`src/rtl/opc_consts.svh`:
```
/*
 * Offsets, field positions, reset values and timing figures of the
 * oscillator and PLL configuration block.
 * Assumes a 250 MHz bus clock; included by bare name.
 */
`ifndef OPC_CONSTS_SVH
`define OPC_CONSTS_SVH

// ----------------------------------------------------------------------
// register map (byte addresses)
// ----------------------------------------------------------------------
`define OPC_ADDR_W          8
`define OPC_PLL_CFG_OFS     8'h00
`define OPC_STATUS_OFS      8'h04
`define OPC_TIMER_OFS       8'h08

// ----------------------------------------------------------------------
// pll configuration fields
// ----------------------------------------------------------------------
`define OPC_F_LSB           0
`define OPC_F_W             12
`define OPC_R_LSB           12
`define OPC_R_W             6
`define OPC_OD_LSB          20
`define OPC_OD_W            3

// ----------------------------------------------------------------------
// strap defaults: output divider, feedback multiplier, input divider
// ----------------------------------------------------------------------
`define OPC_OD_CODE00       3'h1
`define OPC_F_CODE00        12'h07A
`define OPC_OD_OTHER        3'h2
`define OPC_F_CODE11        12'h077
`define OPC_F_CODE10        12'h031
`define OPC_F_CODE01        12'h017
`define OPC_R_DEFAULT       6'h00

// ----------------------------------------------------------------------
// timing
// ----------------------------------------------------------------------
`define OPC_CLK_HZ          250000000
`define OPC_CLK_PERIOD_PS   4000
`define OPC_REF_TICK_NS     10
`define OPC_REF_TICK_PS     (`OPC_REF_TICK_NS * 1000)
`define OPC_LP_OSC_HZ       31250
`define OPC_LP_TICK_CYCLES  (`OPC_CLK_HZ / `OPC_LP_OSC_HZ)
`define OPC_INT_OSC_MHZ     20
`define OPC_STRAP_EDGE      3
`define OPC_BOOT_CYCLES     750000
`define OPC_RELOCK_CYCLES   256

`endif

```
`src/rtl/opc_pkg.sv`:
```
/*
 * Types of the oscillator and PLL configuration block.
 * Assumes opc_consts.svh for field widths.
 */
`include "opc_consts.svh"

package opc_pkg;

    typedef struct packed {
        logic [`OPC_OD_W-1:0] od;
        logic [`OPC_F_W-1:0]  f;
        logic [`OPC_R_W-1:0]  r;
    } opc_pll_cfg_type;

    typedef enum logic [1:0] {
        ST_STRAP,
        ST_BOOT,
        ST_RUN,
        ST_RELOCK
    } opc_state_type;

endpackage

```
`src/rtl/opc_top.sv`:
```
/*
 * Oscillator and PLL configuration block with an AXI4-Lite slave.
 * Assumes straps and source pin are asynchronous board levels and that
 * the analog PLL macro relocks within the relock hold time.
 */
// What the document requires of this block, the board and software
// RULE_01: grounded select pin picks external resonator
// RULE_02: slow oscillator tick keeps real-time counter alive
// RULE_03: analog node clocked straight from oscillator
// RULE_04: pll output feeds switch, tile, reference
// RULE_05: straps 00 and 11 give default settings
// RULE_06: straps 10 and 01 give default settings
// RULE_07: tile clock from osc, multiplier, dividers
// RULE_08: software keeps fields and vco in range
// RULE_09: software overrides pll settings at run time
// RULE_10: straps held static until third edge
// RULE_11: 32-bit timer ticks every 10 ns
// RULE_12: long internal reset sequence before boot
// RULE_13: clocks held quiet until pll relocks
`timescale 1ns/1ps
`include "opc_consts.svh"

module opc_top #(
    parameter int BOOT_CYCLES   = `OPC_BOOT_CYCLES,
    parameter int RELOCK_CYCLES = `OPC_RELOCK_CYCLES,
    parameter int LP_TICK       = `OPC_LP_TICK_CYCLES
) (
    // clock and reset
    input  wire logic                      aclk,
    input  wire logic                      aresetn,
    // board pins
    input  wire logic                      osc_source_select_n,
    input  wire logic                      freq_range_strap0,
    input  wire logic                      freq_range_strap1,
    // axi4-lite write
    input  wire logic [`OPC_ADDR_W-1:0]    s_axi_awaddr,
    input  wire logic                      s_axi_awvalid,
    output logic                           s_axi_awready,
    input  wire logic [31:0]               s_axi_wdata,
    input  wire logic [3:0]                s_axi_wstrb,
    input  wire logic                      s_axi_wvalid,
    output logic                           s_axi_wready,
    output logic [1:0]                     s_axi_bresp,
    output logic                           s_axi_bvalid,
    input  wire logic                      s_axi_bready,
    // axi4-lite read
    input  wire logic [`OPC_ADDR_W-1:0]    s_axi_araddr,
    input  wire logic                      s_axi_arvalid,
    output logic                           s_axi_arready,
    output logic [31:0]                    s_axi_rdata,
    output logic [1:0]                     s_axi_rresp,
    output logic                           s_axi_rvalid,
    input  wire logic                      s_axi_rready,
    // clock control
    output opc_pkg::opc_pll_cfg_type       pll_cfg,
    output logic                           osc_internal_sel,
    output logic                           analog_clk_from_osc,
    output logic                           hs_clk_en,
    output logic                           boot_done,
    output logic                           lp_rtc_tick,
    output logic                           ref_tick,
    output logic [31:0]                    timer_value
);

    // ------------------------------------------------------------------
    // helpers
    // ------------------------------------------------------------------
    function automatic opc_pkg::opc_pll_cfg_type strap_default(
        input logic [1:0] code);
        opc_pkg::opc_pll_cfg_type c;
        c.r = `OPC_R_DEFAULT;
        c.od = `OPC_OD_OTHER;
        unique case (code)
            2'h0: begin
                c.od = `OPC_OD_CODE00;              // RULE_05
                c.f  = `OPC_F_CODE00;
            end
            2'h3: c.f = `OPC_F_CODE11;              // RULE_05
            2'h2: c.f = `OPC_F_CODE10;              // RULE_06
            2'h1: c.f = `OPC_F_CODE01;              // RULE_06
        endcase
        return c;
    endfunction

    function automatic logic [31:0] cfg_word(
        input opc_pkg::opc_pll_cfg_type c);
        logic [31:0] w;
        w = 32'h0000_0000;
        w[`OPC_F_LSB +: `OPC_F_W]   = c.f;
        w[`OPC_R_LSB +: `OPC_R_W]   = c.r;
        w[`OPC_OD_LSB +: `OPC_OD_W] = c.od;
        return w;
    endfunction

    // ------------------------------------------------------------------
    // pin synchronisers
    // ------------------------------------------------------------------
    logic [2:0] pin_meta_reg;
    logic [2:0] pin_sync_reg;

    always_ff @(posedge aclk) begin
        pin_meta_reg <= {osc_source_select_n, freq_range_strap1,
                         freq_range_strap0};
        pin_sync_reg <= pin_meta_reg;
    end

    // ------------------------------------------------------------------
    // sequence: strap capture, internal reset, run, relock
    // ------------------------------------------------------------------
    localparam int CNT_W = 20;
    localparam int RELOCK_LAST = RELOCK_CYCLES - 1;
    localparam int BOOT_LAST   = BOOT_CYCLES - 1;

    opc_pkg::opc_state_type state_reg;
    logic [CNT_W-1:0]       cnt_reg;
    logic [1:0]             strap_code_reg;
    logic                   cfg_write;

    always_ff @(posedge aclk) begin
        if (!aresetn) begin
            state_reg <= opc_pkg::ST_STRAP;
            cnt_reg   <= '0;
        end else begin
            unique case (state_reg)
                opc_pkg::ST_STRAP: begin
                    // straps are static through the third edge
                    if (cnt_reg == CNT_W'(`OPC_STRAP_EDGE - 1)) begin
                        state_reg <= opc_pkg::ST_BOOT;   // RULE_10
                        cnt_reg   <= '0;
                    end else begin
                        cnt_reg <= cnt_reg + 1'b1;
                    end
                end
                opc_pkg::ST_BOOT: begin
                    if (cnt_reg == CNT_W'(BOOT_LAST)) begin
                        state_reg <= opc_pkg::ST_RUN;    // RULE_12
                        cnt_reg   <= '0;
                    end else begin
                        cnt_reg <= cnt_reg + 1'b1;
                    end
                end
                opc_pkg::ST_RUN: begin
                    if (cfg_write) begin
                        state_reg <= opc_pkg::ST_RELOCK; // RULE_13
                        cnt_reg   <= '0;
                    end
                end
                opc_pkg::ST_RELOCK: begin
                    // a further write restarts the hold
                    if (cfg_write) begin
                        cnt_reg <= '0;                   // RULE_13
                    end else if (cnt_reg == CNT_W'(RELOCK_LAST)) begin
                        state_reg <= opc_pkg::ST_RUN;
                        cnt_reg   <= '0;
                    end else begin
                        cnt_reg <= cnt_reg + 1'b1;
                    end
                end
            endcase
        end
    end

    always_ff @(posedge aclk) begin
        if (!aresetn) begin
            hs_clk_en <= 1'b0;
            boot_done <= 1'b0;
        end else begin
            hs_clk_en <= (state_reg == opc_pkg::ST_RUN) && !cfg_write;
            if (state_reg == opc_pkg::ST_RUN) begin
                boot_done <= 1'b1;                       // RULE_12
            end
        end
    end

    // ------------------------------------------------------------------
    // strap capture and pll configuration
    // ------------------------------------------------------------------
    logic [31:0] cfg_merged;

    always_ff @(posedge aclk) begin
        if (!aresetn) begin
            strap_code_reg      <= 2'h0;
            osc_internal_sel    <= 1'b0;
            analog_clk_from_osc <= 1'b0;
            pll_cfg             <= strap_default(2'h0);
        end else if (state_reg == opc_pkg::ST_STRAP &&
                     cnt_reg == CNT_W'(`OPC_STRAP_EDGE - 1)) begin
            strap_code_reg      <= pin_sync_reg[1:0];    // RULE_10
            osc_internal_sel    <= pin_sync_reg[2];      // RULE_01
            analog_clk_from_osc <= 1'b1;                 // RULE_03
            pll_cfg             <= strap_default(pin_sync_reg[1:0]);
        end else if (cfg_write) begin
            // fields are stored as written, with no check against the legal ranges
            pll_cfg.f  <= cfg_merged[`OPC_F_LSB +: `OPC_F_W];    // RULE_09
            pll_cfg.r  <= cfg_merged[`OPC_R_LSB +: `OPC_R_W];    // RULE_08
            pll_cfg.od <= cfg_merged[`OPC_OD_LSB +: `OPC_OD_W];  // RULE_07
        end
    end

    // ------------------------------------------------------------------
    // reference tick, processor timer, low-power tick
    // ------------------------------------------------------------------
    localparam int ACC_W = 15;
    logic [ACC_W-1:0] acc_reg;
    logic [ACC_W-1:0] acc_sum;
    logic [12:0]      lp_cnt_reg;

    assign acc_sum = acc_reg + ACC_W'(`OPC_CLK_PERIOD_PS);

    // 10 ns is 2.5 bus cycles, so ticks alternate 2 and 3 cycles apart
    always_ff @(posedge aclk) begin
        if (!aresetn) begin
            acc_reg     <= '0;
            ref_tick    <= 1'b0;
            timer_value <= 32'h0000_0000;
        end else begin
            ref_tick <= 1'b0;
            if (hs_clk_en) begin                          // RULE_04
                if (acc_sum >= ACC_W'(`OPC_REF_TICK_PS)) begin
                    acc_reg     <= acc_sum - ACC_W'(`OPC_REF_TICK_PS);
                    ref_tick    <= 1'b1;
                    timer_value <= timer_value + 32'h0000_0001; // RULE_11
                end else begin
                    acc_reg <= acc_sum;
                end
            end
        end
    end

    // runs regardless of the pll, as the slow oscillator would
    always_ff @(posedge aclk) begin
        if (!aresetn) begin
            lp_cnt_reg  <= '0;
            lp_rtc_tick <= 1'b0;
        end else if (lp_cnt_reg == 13'(LP_TICK - 1)) begin
            lp_cnt_reg  <= '0;
            lp_rtc_tick <= 1'b1;                          // RULE_02
        end else begin
            lp_cnt_reg  <= lp_cnt_reg + 1'b1;
            lp_rtc_tick <= 1'b0;
        end
    end

    // ------------------------------------------------------------------
    // axi4-lite slave
    // ------------------------------------------------------------------
    logic                   aw_held_reg;
    logic                   w_held_reg;
    logic [`OPC_ADDR_W-1:0] awaddr_reg;
    logic [31:0]            wdata_reg;
    logic [3:0]             wstrb_reg;
    logic                   wr_go;
    logic [31:0]            cfg_now;

    assign wr_go     = aw_held_reg && w_held_reg && !s_axi_bvalid;
    assign cfg_write = wr_go && (awaddr_reg == `OPC_PLL_CFG_OFS);
    assign cfg_now   = cfg_word(pll_cfg);

    always_comb begin
        for (int i = 0; i < 4; i++) begin
            cfg_merged[i*8 +: 8] = wstrb_reg[i] ? wdata_reg[i*8 +: 8]
                                                : cfg_now[i*8 +: 8];
        end
    end

    always_ff @(posedge aclk) begin
        if (!aresetn) begin
            aw_held_reg   <= 1'b0;
            w_held_reg    <= 1'b0;
            awaddr_reg    <= '0;
            wdata_reg     <= 32'h0000_0000;
            wstrb_reg     <= 4'h0;
            s_axi_awready <= 1'b0;
            s_axi_wready  <= 1'b0;
            s_axi_bvalid  <= 1'b0;
            s_axi_bresp   <= 2'h0;
        end else begin
            s_axi_awready <= !aw_held_reg && !s_axi_awready;
            s_axi_wready  <= !w_held_reg && !s_axi_wready;
            if (s_axi_awvalid && s_axi_awready) begin
                aw_held_reg   <= 1'b1;
                awaddr_reg    <= s_axi_awaddr;
                s_axi_awready <= 1'b0;
            end
            if (s_axi_wvalid && s_axi_wready) begin
                w_held_reg   <= 1'b1;
                wdata_reg    <= s_axi_wdata;
                wstrb_reg    <= s_axi_wstrb;
                s_axi_wready <= 1'b0;
            end
            if (wr_go) begin
                aw_held_reg  <= 1'b0;
                w_held_reg   <= 1'b0;
                s_axi_bvalid <= 1'b1;
                s_axi_bresp  <= (awaddr_reg == `OPC_PLL_CFG_OFS ||
                                 awaddr_reg == `OPC_STATUS_OFS ||
                                 awaddr_reg == `OPC_TIMER_OFS)
                                ? 2'h0 : 2'h2;
            end else if (s_axi_bvalid && s_axi_bready) begin
                s_axi_bvalid <= 1'b0;
            end
        end
    end

    always_ff @(posedge aclk) begin
        if (!aresetn) begin
            s_axi_arready <= 1'b0;
            s_axi_rvalid  <= 1'b0;
            s_axi_rdata   <= 32'h0000_0000;
            s_axi_rresp   <= 2'h0;
        end else if (s_axi_arvalid && s_axi_arready) begin
            s_axi_arready <= 1'b0;
            s_axi_rvalid  <= 1'b1;
            s_axi_rresp   <= 2'h0;
            unique case (s_axi_araddr)
                `OPC_PLL_CFG_OFS: s_axi_rdata <= cfg_now;
                `OPC_STATUS_OFS:  s_axi_rdata <= {26'h0, osc_internal_sel,
                                      strap_code_reg, hs_clk_en,
                                      boot_done, analog_clk_from_osc};
                `OPC_TIMER_OFS:   s_axi_rdata <= timer_value;
                default: begin
                    s_axi_rdata <= 32'h0000_0000;
                    s_axi_rresp <= 2'h2;
                end
            endcase
        end else if (s_axi_rvalid) begin
            if (s_axi_rready) begin
                s_axi_rvalid  <= 1'b0;
            end
        end else begin
            s_axi_arready <= 1'b1;
        end
    end

endmodule

```
`config.mk`:
```
export PLATFORM = sky130hd
export DESIGN_NAME = opc_top
export DESIGN_NICKNAME = d
export VERILOG_FILES = /design/src/rtl/opc_pkg.sv /design/src/rtl/opc_top.sv
export VERILOG_INCLUDE_DIRS = /design/src /design/src/rtl
export SDC_FILE = /design/constraint.sdc
export NUM_CORES = 1
export LEC_CHECK = 0
export BUFFER_PORTS_ARGS = -buffer_cell sky130_fd_sc_hd__buf_4
export CORE_MARGIN = 1
export CORE_UTILIZATION = 50
export DETAILED_ROUTE_END_ITERATION = 10
export GPL_ROUTABILITY_DRIVEN = 0
export PLACE_DENSITY = 0.73
export SLEW_MARGIN = 20
export SYNTH_ARGS = -nofsm -noshare
export SYNTH_HDL_FRONTEND = slang
export SYNTH_SLANG_ARGS = --single-unit
```
`constraint.sdc`:
```
create_clock -name aclk -period 8.5 [get_ports aclk]
set_input_delay 0.85 -clock aclk [delete_from_list [all_inputs] [get_ports aclk]]
set_output_delay 0.85 -clock aclk [all_outputs]
set_load 0.02 [all_outputs]
```
Yosys cells after proc, flatten, opt, wreduce, memory -nomap -nowiden. Cells that the tools add are included.

Register bits: 194. Memories: 0. Word-level logic and storage cells: 131. RAM bits: 0. Input bits: 62. Bits in read-only memories: 0. Output and inout port bits: 100. Bits in latches: 0.

$lt $le $gt $ge: 1. Reductions and logical operators: 43. Shifts and indexed selects: 0. Equality and inequality tests: 19. Multiply operators: 0. Multiplexer cells: 30. Divide/modulo/power cells: 0. Add/sub/neg operators: 5. Bitwise logic cells: 1.

Operators by type and width (count): two-way mux 20 bit (5); one-hot mux 32 bit (3 select lines) (1); one-hot mux 20 bit (4 select lines) (1); one-hot mux 12 bit (4 select lines) (1); two-way mux 21 bit (2); adder 32 x 1 -> 32 bit, second input constant (1); adder 20 x 1 -> 20 bit, second input constant (1); equality test 20 x 2 -> 1 bit, second input constant (1); equality test 20 bit, second input constant (1); equality test 20 x 8 -> 1 bit, second input constant (1); equality test 8 x 3 -> 1 bit, second input constant (2); equality test 8 x 4 -> 1 bit, second input constant (2); zero test 8 bit (2); two-way mux 2 bit (8); two-way mux 8 bit (2); adder 15 x 12 -> 15 bit, second input constant (1); >= comparator 15 x 14 -> 1 bit, second input constant (1); two-way mux 15 bit (1); subtractor 15 x 14 -> 15 bit, second input constant (1); AND reduction 2 bit (7); adder 13 x 1 -> 13 bit, second input constant (1); equality test 13 bit, second input constant (1); OR reduction 2 bit (6); logical AND 1 bit (11); other kinds (14) (38).

Logic depth before layout (Yosys ltp). Gate-level depths: netlist of run 1.

Word-level depth: 5. Depth in mapped cells: 13. Depth with buffers taken out: 8.

Least setup slack after synthesis of run 1. OpenSTA, ideal clock, no wires.

Kind: register to register. Start point: register acc_reg[5]. End point: register timer_value[6]. Stages on the path, launching flop included: 14. Arrival: 2.761 ns. Setup slack: 5.624 ns. Path buffers: 5. Required time: 8.385 ns. Setup time: 0.115 ns. Clock period less this slack: 2.876 ns. Cell sequence: dfxtp_1 -> ha_1 -> buf_2 -> or3_1 -> nor2_1 -> or4_1 -> buf_2 -> o21a_1 -> buf_6 -> o2111ai_4 -> buf_6 -> buf_12 -> nor3_2 -> o21a_1.

Longest elaborated chain between the ends: 3.

Ends and longest elaborated chain: start, declared (line opc_top.sv:204) `logic [ACC_W-1:0] acc_reg;`; start signal, assigned (line opc_top.sv:220) `` acc_reg <= acc_sum - ACC_W'(`OPC_REF_TICK_PS); ``; start signal, assigned (line opc_top.sv:224) `acc_reg <= acc_sum;`; adder 15 x 12 -> 15 bit (line opc_top.sv:208) `` assign acc_sum = acc_reg + ACC_W'(`OPC_CLK_PERIOD_PS); ``; >= comparator 15 x 14 -> 1 bit (line opc_top.sv:219) `` if (acc_sum >= ACC_W'(`OPC_REF_TICK_PS)) begin ``; AND reduction 2 bit (no line); end signal, assigned (line opc_top.sv:222) `timer_value <= timer_value + 32'h0000_0001;`; end, declared (line opc_top.sv:62) `output logic [31:0] timer_value`.

Every way passes these cells. A chain may end at the register's enable or synchronous reset.

Worst setup path in the final report of run 1.
Start point: register acc_reg[5]. End point: register timer_value[24].

The elaborated chain is that of the path after synthesis.

==> metrics.md, run 1 <==
| Metric | Value |
|---|---|
| Setup ws final | around 5000 ps |
| CP dominant cell by count | or4_1 |
| Std cell rows | 46 |
| Clk_lat worst skew | between 400 and 500 ps |
| Syn Area/Cell | roughly 8.5 um2 |
| Tot GR Track Use | 24.14% |
| PwrDens | between 150 and 200 nW/um2 |
| First-pass GRT wire length | around 32000 um |
| Post-synthesis sequential area ratio | between 40% and 50% |
| Multi-input logic area | roughly 4200 um2 |
| Top flop regs | s_axi_rdata x32, timer_value x32 |
| Via/cell ratio | roughly 5.5 |
| Layout cells sized above 1 | around a fifth |
| Final core utilization | between 60% and 70% |
| CP Cell Sequence | ha_1, or3_1, nor2_1, or4_1, o21a_1, o2111ai_4, or4_1, a21oi_2 |
| DR pass1 iterations | 5 |
| Post-CTS resize count | 0 |
| Total CTS buffers | 17 |
| Flip-flop and latch area | between 3000 and 4000 um2 |
| WP buf/inv | 0 |
| Mapped cell area | a little over 8000 um2 |
| Hold Buf Count CTS | 0 |
| Via count | roughly 7300 |
| Fillers | 1455 |
| Seq cells post-synth | between 150 and 200 |
| Core Area | about 16000 um2 |
| Period minus WS final | approximately 3500 ps |
| RSZ-0062 raised after global routing | no |
| Top post-synthesis cells by count | dfxtp_1 (186), nand2_1 (160), nor2_1 (84) |
| IO Port Bufs | 147 |
| IO Pins | 162 |
| Post-place setup slack | just over 5000 ps |
| Layout Nets | roughly 1200 |
| Count leader, synth | dfxtp_1 |
| Largest net degree at the start of global routing | between 50 and 60 |
| Slew at the pin with the worst max-slew slack | between 800 and 900 ps |
| Post-CTS setup buffers | 0 |
| CTS tree | yes |
| Initial DRC Count | approximately 590 |
| Placed Cells | between 1000 and 1500 |
| Setup TNS | 0 ps |
| Worst EP arrival | about 3800 ps |
| Pins Over Slew Limit | 0 |
| Slew HR | 43.49% |
| Largest area contributor in the netlist | dfxtp_1 |
| Post-synth ARST share | 0% |
| Part of the cycle the worst path needs | roughly two fifths |
| WS Path Type | register to register |
| Outcome | complete, no violations |
| Max Cap Viol | 0 |
| Yosys warnings | 0 |
| Top Family by Delay on Critical Path | simple AND/OR/NAND/NOR gates |
| Count of different cell masters after synthesis | 64 |
| Die height | roughly 130 um |
| Hold Slack | 328.1 ps |
| Setup violations, final | 0 |
| Die ar. | 17130 um2 |
| Worst-case clock buffer depth | 2 |
| Crit path capture type | register |
| Critical Path Start Type | register |
| DPL Wire Length | around 15000 um |
| Top cells by area, synth | dfxtp_1 (45%), nand2_1 (7.2%), a21oi_1 (4.9%), nor2_1 (3.8%), mux2i_1 (3.7%) |
| Remaining antenna violation count | 0 |
| Final Hold Fails | 0 |
| Min-delay worst type | register to register |
| CTS Root Cell | clkbuf_16 |
| H-tree Lvls | 4 |
| Worst clock skew | about 10 ps |
| Synthesis-to-finish area growth | 20.25% |
| TritonCTS Sinks | between 150 and 200 |
| Number of antenna violations at the first check in global routing | 0 |
| Max IR drop VDD | between 0.15 and 0.2 mV |
| Layout Cells excl Fill | 1324 |
| Chip width | roughly 130 um |
| Syn Inst Count | 979 |
| Post-Route WL | around 20000 um |
| Top FF cell, synth | dfxtp_1 |
| Vias in the first global route | 6504 |
| Leakage | between 3 and 4 nW |
| WL/cell | between 15 and 20 um |
| CTS clk-pin slew, worst paths | roughly 70 ps |
| Starting Density | 51.71% |
| Antenna cell count | 0 |
| Post-synth EDFFs | 0 |
| F_max | ~290 MHz |
| CP max-delay cell | o2111ai_4 |
| DRC viols | 0 |
| Crit path largest cell delay | ~700 ps |
| Remaining Overflow, GRT | 0 |
| Worst-path fanout max | 26 |
| Yosys top cell area share | 44.84% |
| Data required time of the critical path | around 8800 ps |
## cell type report
class / count / area share, %
inverter: 19 / 0.7142
clock inverter: 11 / 0.9899
sequential: 186 / 37.29
clock buffer: 21 / 4.410
tap: 216 / 2.706
multi-input combinational: 720 / 42.54
timing repair buffer: 151 / 11.35
## per-layer routing
layer,track usage (%),routed length [um],up-vias
met4,6.897,322,0
met2,38.34,9479,193
met3,5.415,997,18
li1,-,-,3660
met1,32.82,9635,3431
met5,0,0,-
## stage by stage
stage / total power, W / instance area [um2]
6_report: 0.001795 / 9986
5_1_grt: 0.001868 / 9986
4_1_cts: 0.001807 / 9986
3_5_place_dp: 0.001077 / 9447
3_3_place_gp: 0.001073 / 9447
2_1_floorplan: 0.001019 / 8308
## path summary, 6_finish.rpt
check                                             start                      endpoint  slack [ps]  cells past startpoint
worst max-delay path            acc_reg[5]$_SDFFE_PN0P_  timer_value[24]$_SDFFE_PN0P_        5000                      8
worst min-delay path            pin_meta_reg[2]$_DFF_P_       pin_sync_reg[2]$_DFF_P_         330                      0
worst max register to register  acc_reg[5]$_SDFFE_PN0P_  timer_value[24]$_SDFFE_PN0P_        5000                      8
worst min register to register  pin_meta_reg[2]$_DFF_P_       pin_sync_reg[2]$_DFF_P_         330                      0
## cells in the final DEF (no fill, tap or decap), types with 6 or more instances in the layout
cell	netlist	layout
ha_1	13	13
o31ai_1	7	7
nor2_1	84	84
mux2i_1	31	31
a21oi_1	81	80
nand2b_1	7	7
a21oi_2	9	10
or4_1	12	12
a22o_1	17	17
nor3_1	20	20
clkbuf_16	0	17
o21ai_0	54	54
buf_4	2	151
and3_1	12	12
mux2_2	6	6
or3_1	12	12
o211ai_1	6	6
xnor2_1	26	26
a211oi_1	10	10
xor2_1	15	15
nand4_1	16	16
inv_1	18	18
nand3_1	46	46
nand2_1	160	160
dfxtp_1	186	186
and4_1	6	6
## cell families after synthesis
kind of cell | synth area share, %
flip-flops | 44.84
AO/OA/AOI/OAI | 17.55
AND/OR/NAND/NOR | 22.63
buffers and inverters | 4.098
adder cells (fa/ha/maj) | 1.959
XOR/XNOR | 4.324
other | 0.04516
multiplexers | 4.550
## power by group
group	total, W	leakage [nW]	switching (W)	internal [W]
logic	0.000137	2.06	0.0000827	0.0000542
clock network	0.000739	0.257	0.000335	0.000403
registers	0.000920	1.51	0.0000237	0.000896
total	0.00180	3.82	0.000442	0.00135
## worst reg2reg max path: stages (launching register included)
cell and delay, ps:
dfxtp_1 580, ha_1 460, or3_1 220, nor2_1 70, or4_1 650, o21a_1 390
o2111ai_4 700, or4_1 230, a21oi_2 60
No activity file was read; power rests on OpenSTA's default activity.
==> run 2, diff against run 1 <==
Clock period 8.5 ns to 3.4 ns, I/O delays scaled along.
==> run 2 against run 1 <==
Effect of this change: first-iteration DRC count is 14% lower; die area unchanged; combinational power rose to 2.6 times the previous value; via count is 0.45% higher; critical path type unchanged; highest routed layer unchanged; clock power increased to 2.7 times the previous value; global-route usage is 0.093 points higher; power rose to 2.6 times the previous value; design area is 2.0% higher; final cell count up 1.1%; wire length up 0.46%.
==> metrics.md, run 2 (synthesis gave the netlist of run 1 again) <==
| Metric | Value |
|---|---|
| Outcome | complete, no violations |
| Slew HR | 39.96% (-3.5 points) |
| Largest net degree at the start of global routing | 46 (-12%) |
| WP buf/inv | 1 (+1) |
| H-tree Lvls | 4 (unchanged) |
| Antenna cell count | 0 (unchanged) |
| Launching point of the worst reg2reg path | acc_reg[6]$_SDFFE_PN0P_ |
| Min-delay worst type | primary input to register |
| Switch share | 25.15% (+0.54 points) |
| Post-CTS setup buffers | 0 (unchanged) |
| DPL Wire Length | 14390 um (-1.2%) |
| Initial DRC Count | 507 (-14%) |
| Reg2Reg Depth | 9 (+1) |
| Total power | 0.004686 W (+160%) |
| CTS tree | yes |
| Data required time of the critical path | 3760 ps (-5030 ps) |
| Period minus WS final | 3040 ps (-455.2 ps) |
| Hold Slack | 149.5 ps (-178.5 ps) |
| Number of antenna violations at the first check in global routing | 0 (unchanged) |
| Crit path largest cell delay | 520 ps (-180 ps) |
| PwrDens | 460.2 nW/um2 (+160%) |
| Placed Cells | 1304 (+0.93%) |
| Leakage | 3.923 nW (+2.6%) |
| Clk network pwr share | 43.3% (+2.2 points) |
| CTS clk-pin slew, worst paths | 70 ps (about the same) |
| Std cell rows | 46 (unchanged) |
| Placed Area | 9549 um2 (+1.1%) |
| Synthesis-to-finish area growth | 22.62% |
| Layout Nets | 1185 (+1.3%) |
| Worst EP arrival | 3400 ps (-390 ps) |
| Remaining antenna violation count | 0 (unchanged) |
| Final Hold Fails | 0 (unchanged) |
| WS Path Type | register to register |
| Layout Cells excl Fill | 1339 (+1.1%) |
| IO Port Bufs | 147 (unchanged) |
| Worst Hold Launch | s_axi_wdata[15] |
| Core Area | 16060 um2 (unchanged) |
| CP max-delay cell | dfxtp_1 |
| Chip width | 130.9 um (unchanged) |
| Starting Density | 51.71% (unchanged) |
| Tot GR Track Use | 24.23% (+0.093 points) |
| Multi-input logic area | 4250 um2 (about the same) |
| Top Family by Delay on Critical Path | compound AO/OA/AOI/OAI gates |
| TritonCTS Sinks | 186 (unchanged) |
| Reg power frac | 49.1% (-2.1 points) |
| Remaining Overflow, GRT | 0 (unchanged) |
| R2r endpoint | timer_value[24]$_SDFFE_PN0P_ |
| Vias in the first global route | 6540 (+0.55%) |
| Total CTS buffers | 17 (unchanged) |
| Pins Over Slew Limit | 0 (unchanged) |
| CTS Root Cell | clkbuf_16 |
| Part of the cycle the worst path needs | 89.41% (+48 points) |
| Fillers | 1391 (-4.4%) |
| NetSw | 0.001179 W (+170%) |
| Max IR drop VDD | 0.4003 mV (+130%) |
| Via/cell ratio | 5.478 (-0.67%) |
| WL/cell | 15.33 um (-0.67%) |
| Die ar. | 17130 um2 (unchanged) |
| Hold Path Stages | 3 (+3) |
| Max Cap Viol | 0 (unchanged) |
| DR pass1 iterations | 7 (+2) |
| Flip-flop and latch area | 3724 um2 (unchanged) |
| Post-route design area | 10180 um2 (+2.0%) |
| Setup TNS | 0 ps (unchanged) |
| Worst-case clock buffer depth | 2 (unchanged) |
| WHS Endpoint | wdata_reg[15]$_SDFFE_PN0P_ |
| DRC viols | 0 (unchanged) |
| IO Pins | 162 (unchanged) |
| Layout cells sized above 1 | 20.48% (+1.3 points) |
| Via count | 7335 (+0.45%) |
| Clk_lat worst skew | 440 ps (about the same) |
| Die height | 130.9 um (unchanged) |
| First-pass GRT wire length | 32610 um (+0.38%) |
| RSZ-0062 raised after global routing | no |
| CP Cell Sequence | ha_2, and3_1, o21ai_0, a22oi_1, o21a_1, o2111ai_4, buf_12, or4_1, a21oi_2 |
| Most frequent cells in the layout | dfxtp_1 (186), buf_4 (162), nand2_1 (160), nor2_1 (84), a21oi_1 (80) |
| Commonest non-fill, non-tap cell in the layout | dfxtp_1 |
| Worst-path fanout max | 26 (unchanged) |
| Worst clock skew | 11.77 ps (+1.416 ps) |
| P_int | 0.003508 W (+160%) |
| Comb pwr share | 7.6% (about the same) |
| Setup violations, final | 0 (unchanged) |
| F_max | 328.9 MHz (+15%) |
| Slew at the pin with the worst max-slew slack | 899.3 ps (+51.60 ps) |
| R2R Setup Slk | 360 ps (-4640 ps) |
| Critical Path Start Type | register |
| Top flop regs | s_axi_rdata x32, timer_value x32 |
| Crit path capture type | register |
| Post-Route WL | 20530 um (+0.46%) |
[run 2: cell count changes in the layout (fill, tap and decap cells not counted), moves of 2 or more]
cell	change
inv_8	+2
inv_6	+2
buf_4	+11
dlygate4sd3_1	+3
clkbuf_1	-4
clkinv_2	-3
[run 2: layout make-up]
type | count | area share, %
clock buffers | 18 | 4.313
clock inverters | 14 | 1.585
inverters | 19 | 0.7004
multi-input cells | 720 | 41.74
flip-flops and latches | 186 | 36.57
well taps | 216 | 2.654
repair buffers | 166 | 12.44
[run 2: through the flow]
step	util [%]	worst slack, ps
floorplan	-	524.0
global placement	59.47	329.8
detailed placement	59.47	323.3
CTS	63.39	287.5
global route	63.41	109.7
finish	63.41	360.0
[run 2: per-layer routing]
metal  global-route usage, %  vias to the layer above  wire [um]
met5                       0                        -          0
met3                   3.909                       21        951
met1                   33.76                     3414       9907
met4                   8.316                        0        336
met2                   38.00                      206       9333
li1                        -                     3694          -
[run 2: power by group through the flow]
stage               registers, W  clock network [W]  logic [W]
detailed placement       0.00235                  0   0.000354
global route             0.00231            0.00216   0.000392
finish                   0.00230            0.00203   0.000356
global placement         0.00235                  0   0.000348
CTS                      0.00230            0.00205   0.000358
floorplan                0.00235                  0   0.000194
[run 2: worst reg2reg max path: stages, from the launching register on]
cell	delay [ps]
dfxtp_1	520
ha_2	390
and3_1	180
o21ai_0	130
a22oi_1	350
o21a_1	430
o2111ai_4	160
buf_12	190
or4_1	500
a21oi_2	140
[run 2: worst max path at each step]
| stage | from | to | slack [ps] | cells past startpoint |
|---|---|---|---|---|
| 2_1_floorplan | acc_reg[5]$_SDFFE_PN0P_ | timer_value[6]$_SDFFE_PN0P_ | 520 | 13 |
| 3_3_place_gp | acc_reg[6]$_SDFFE_PN0P_ | timer_value[24]$_SDFFE_PN0P_ | 330 | 9 |
| 3_5_place_dp | acc_reg[6]$_SDFFE_PN0P_ | timer_value[28]$_SDFFE_PN0P_ | 320 | 9 |
| 4_1_cts | acc_reg[6]$_SDFFE_PN0P_ | timer_value[28]$_SDFFE_PN0P_ | 290 | 9 |
| 5_1_grt | acc_reg[6]$_SDFFE_PN0P_ | timer_value[24]$_SDFFE_PN0P_ | 110 | 9 |
| 6_report | acc_reg[6]$_SDFFE_PN0P_ | timer_value[24]$_SDFFE_PN0P_ | 360 | 9 |
[run 2: what timing repair did]
action,4_1_cts,5_1_grt
gates resized for setup,0,1
endpoints found under the setup margin,0,2
hold buffers,3,0
hold endpoints to repair,3,0
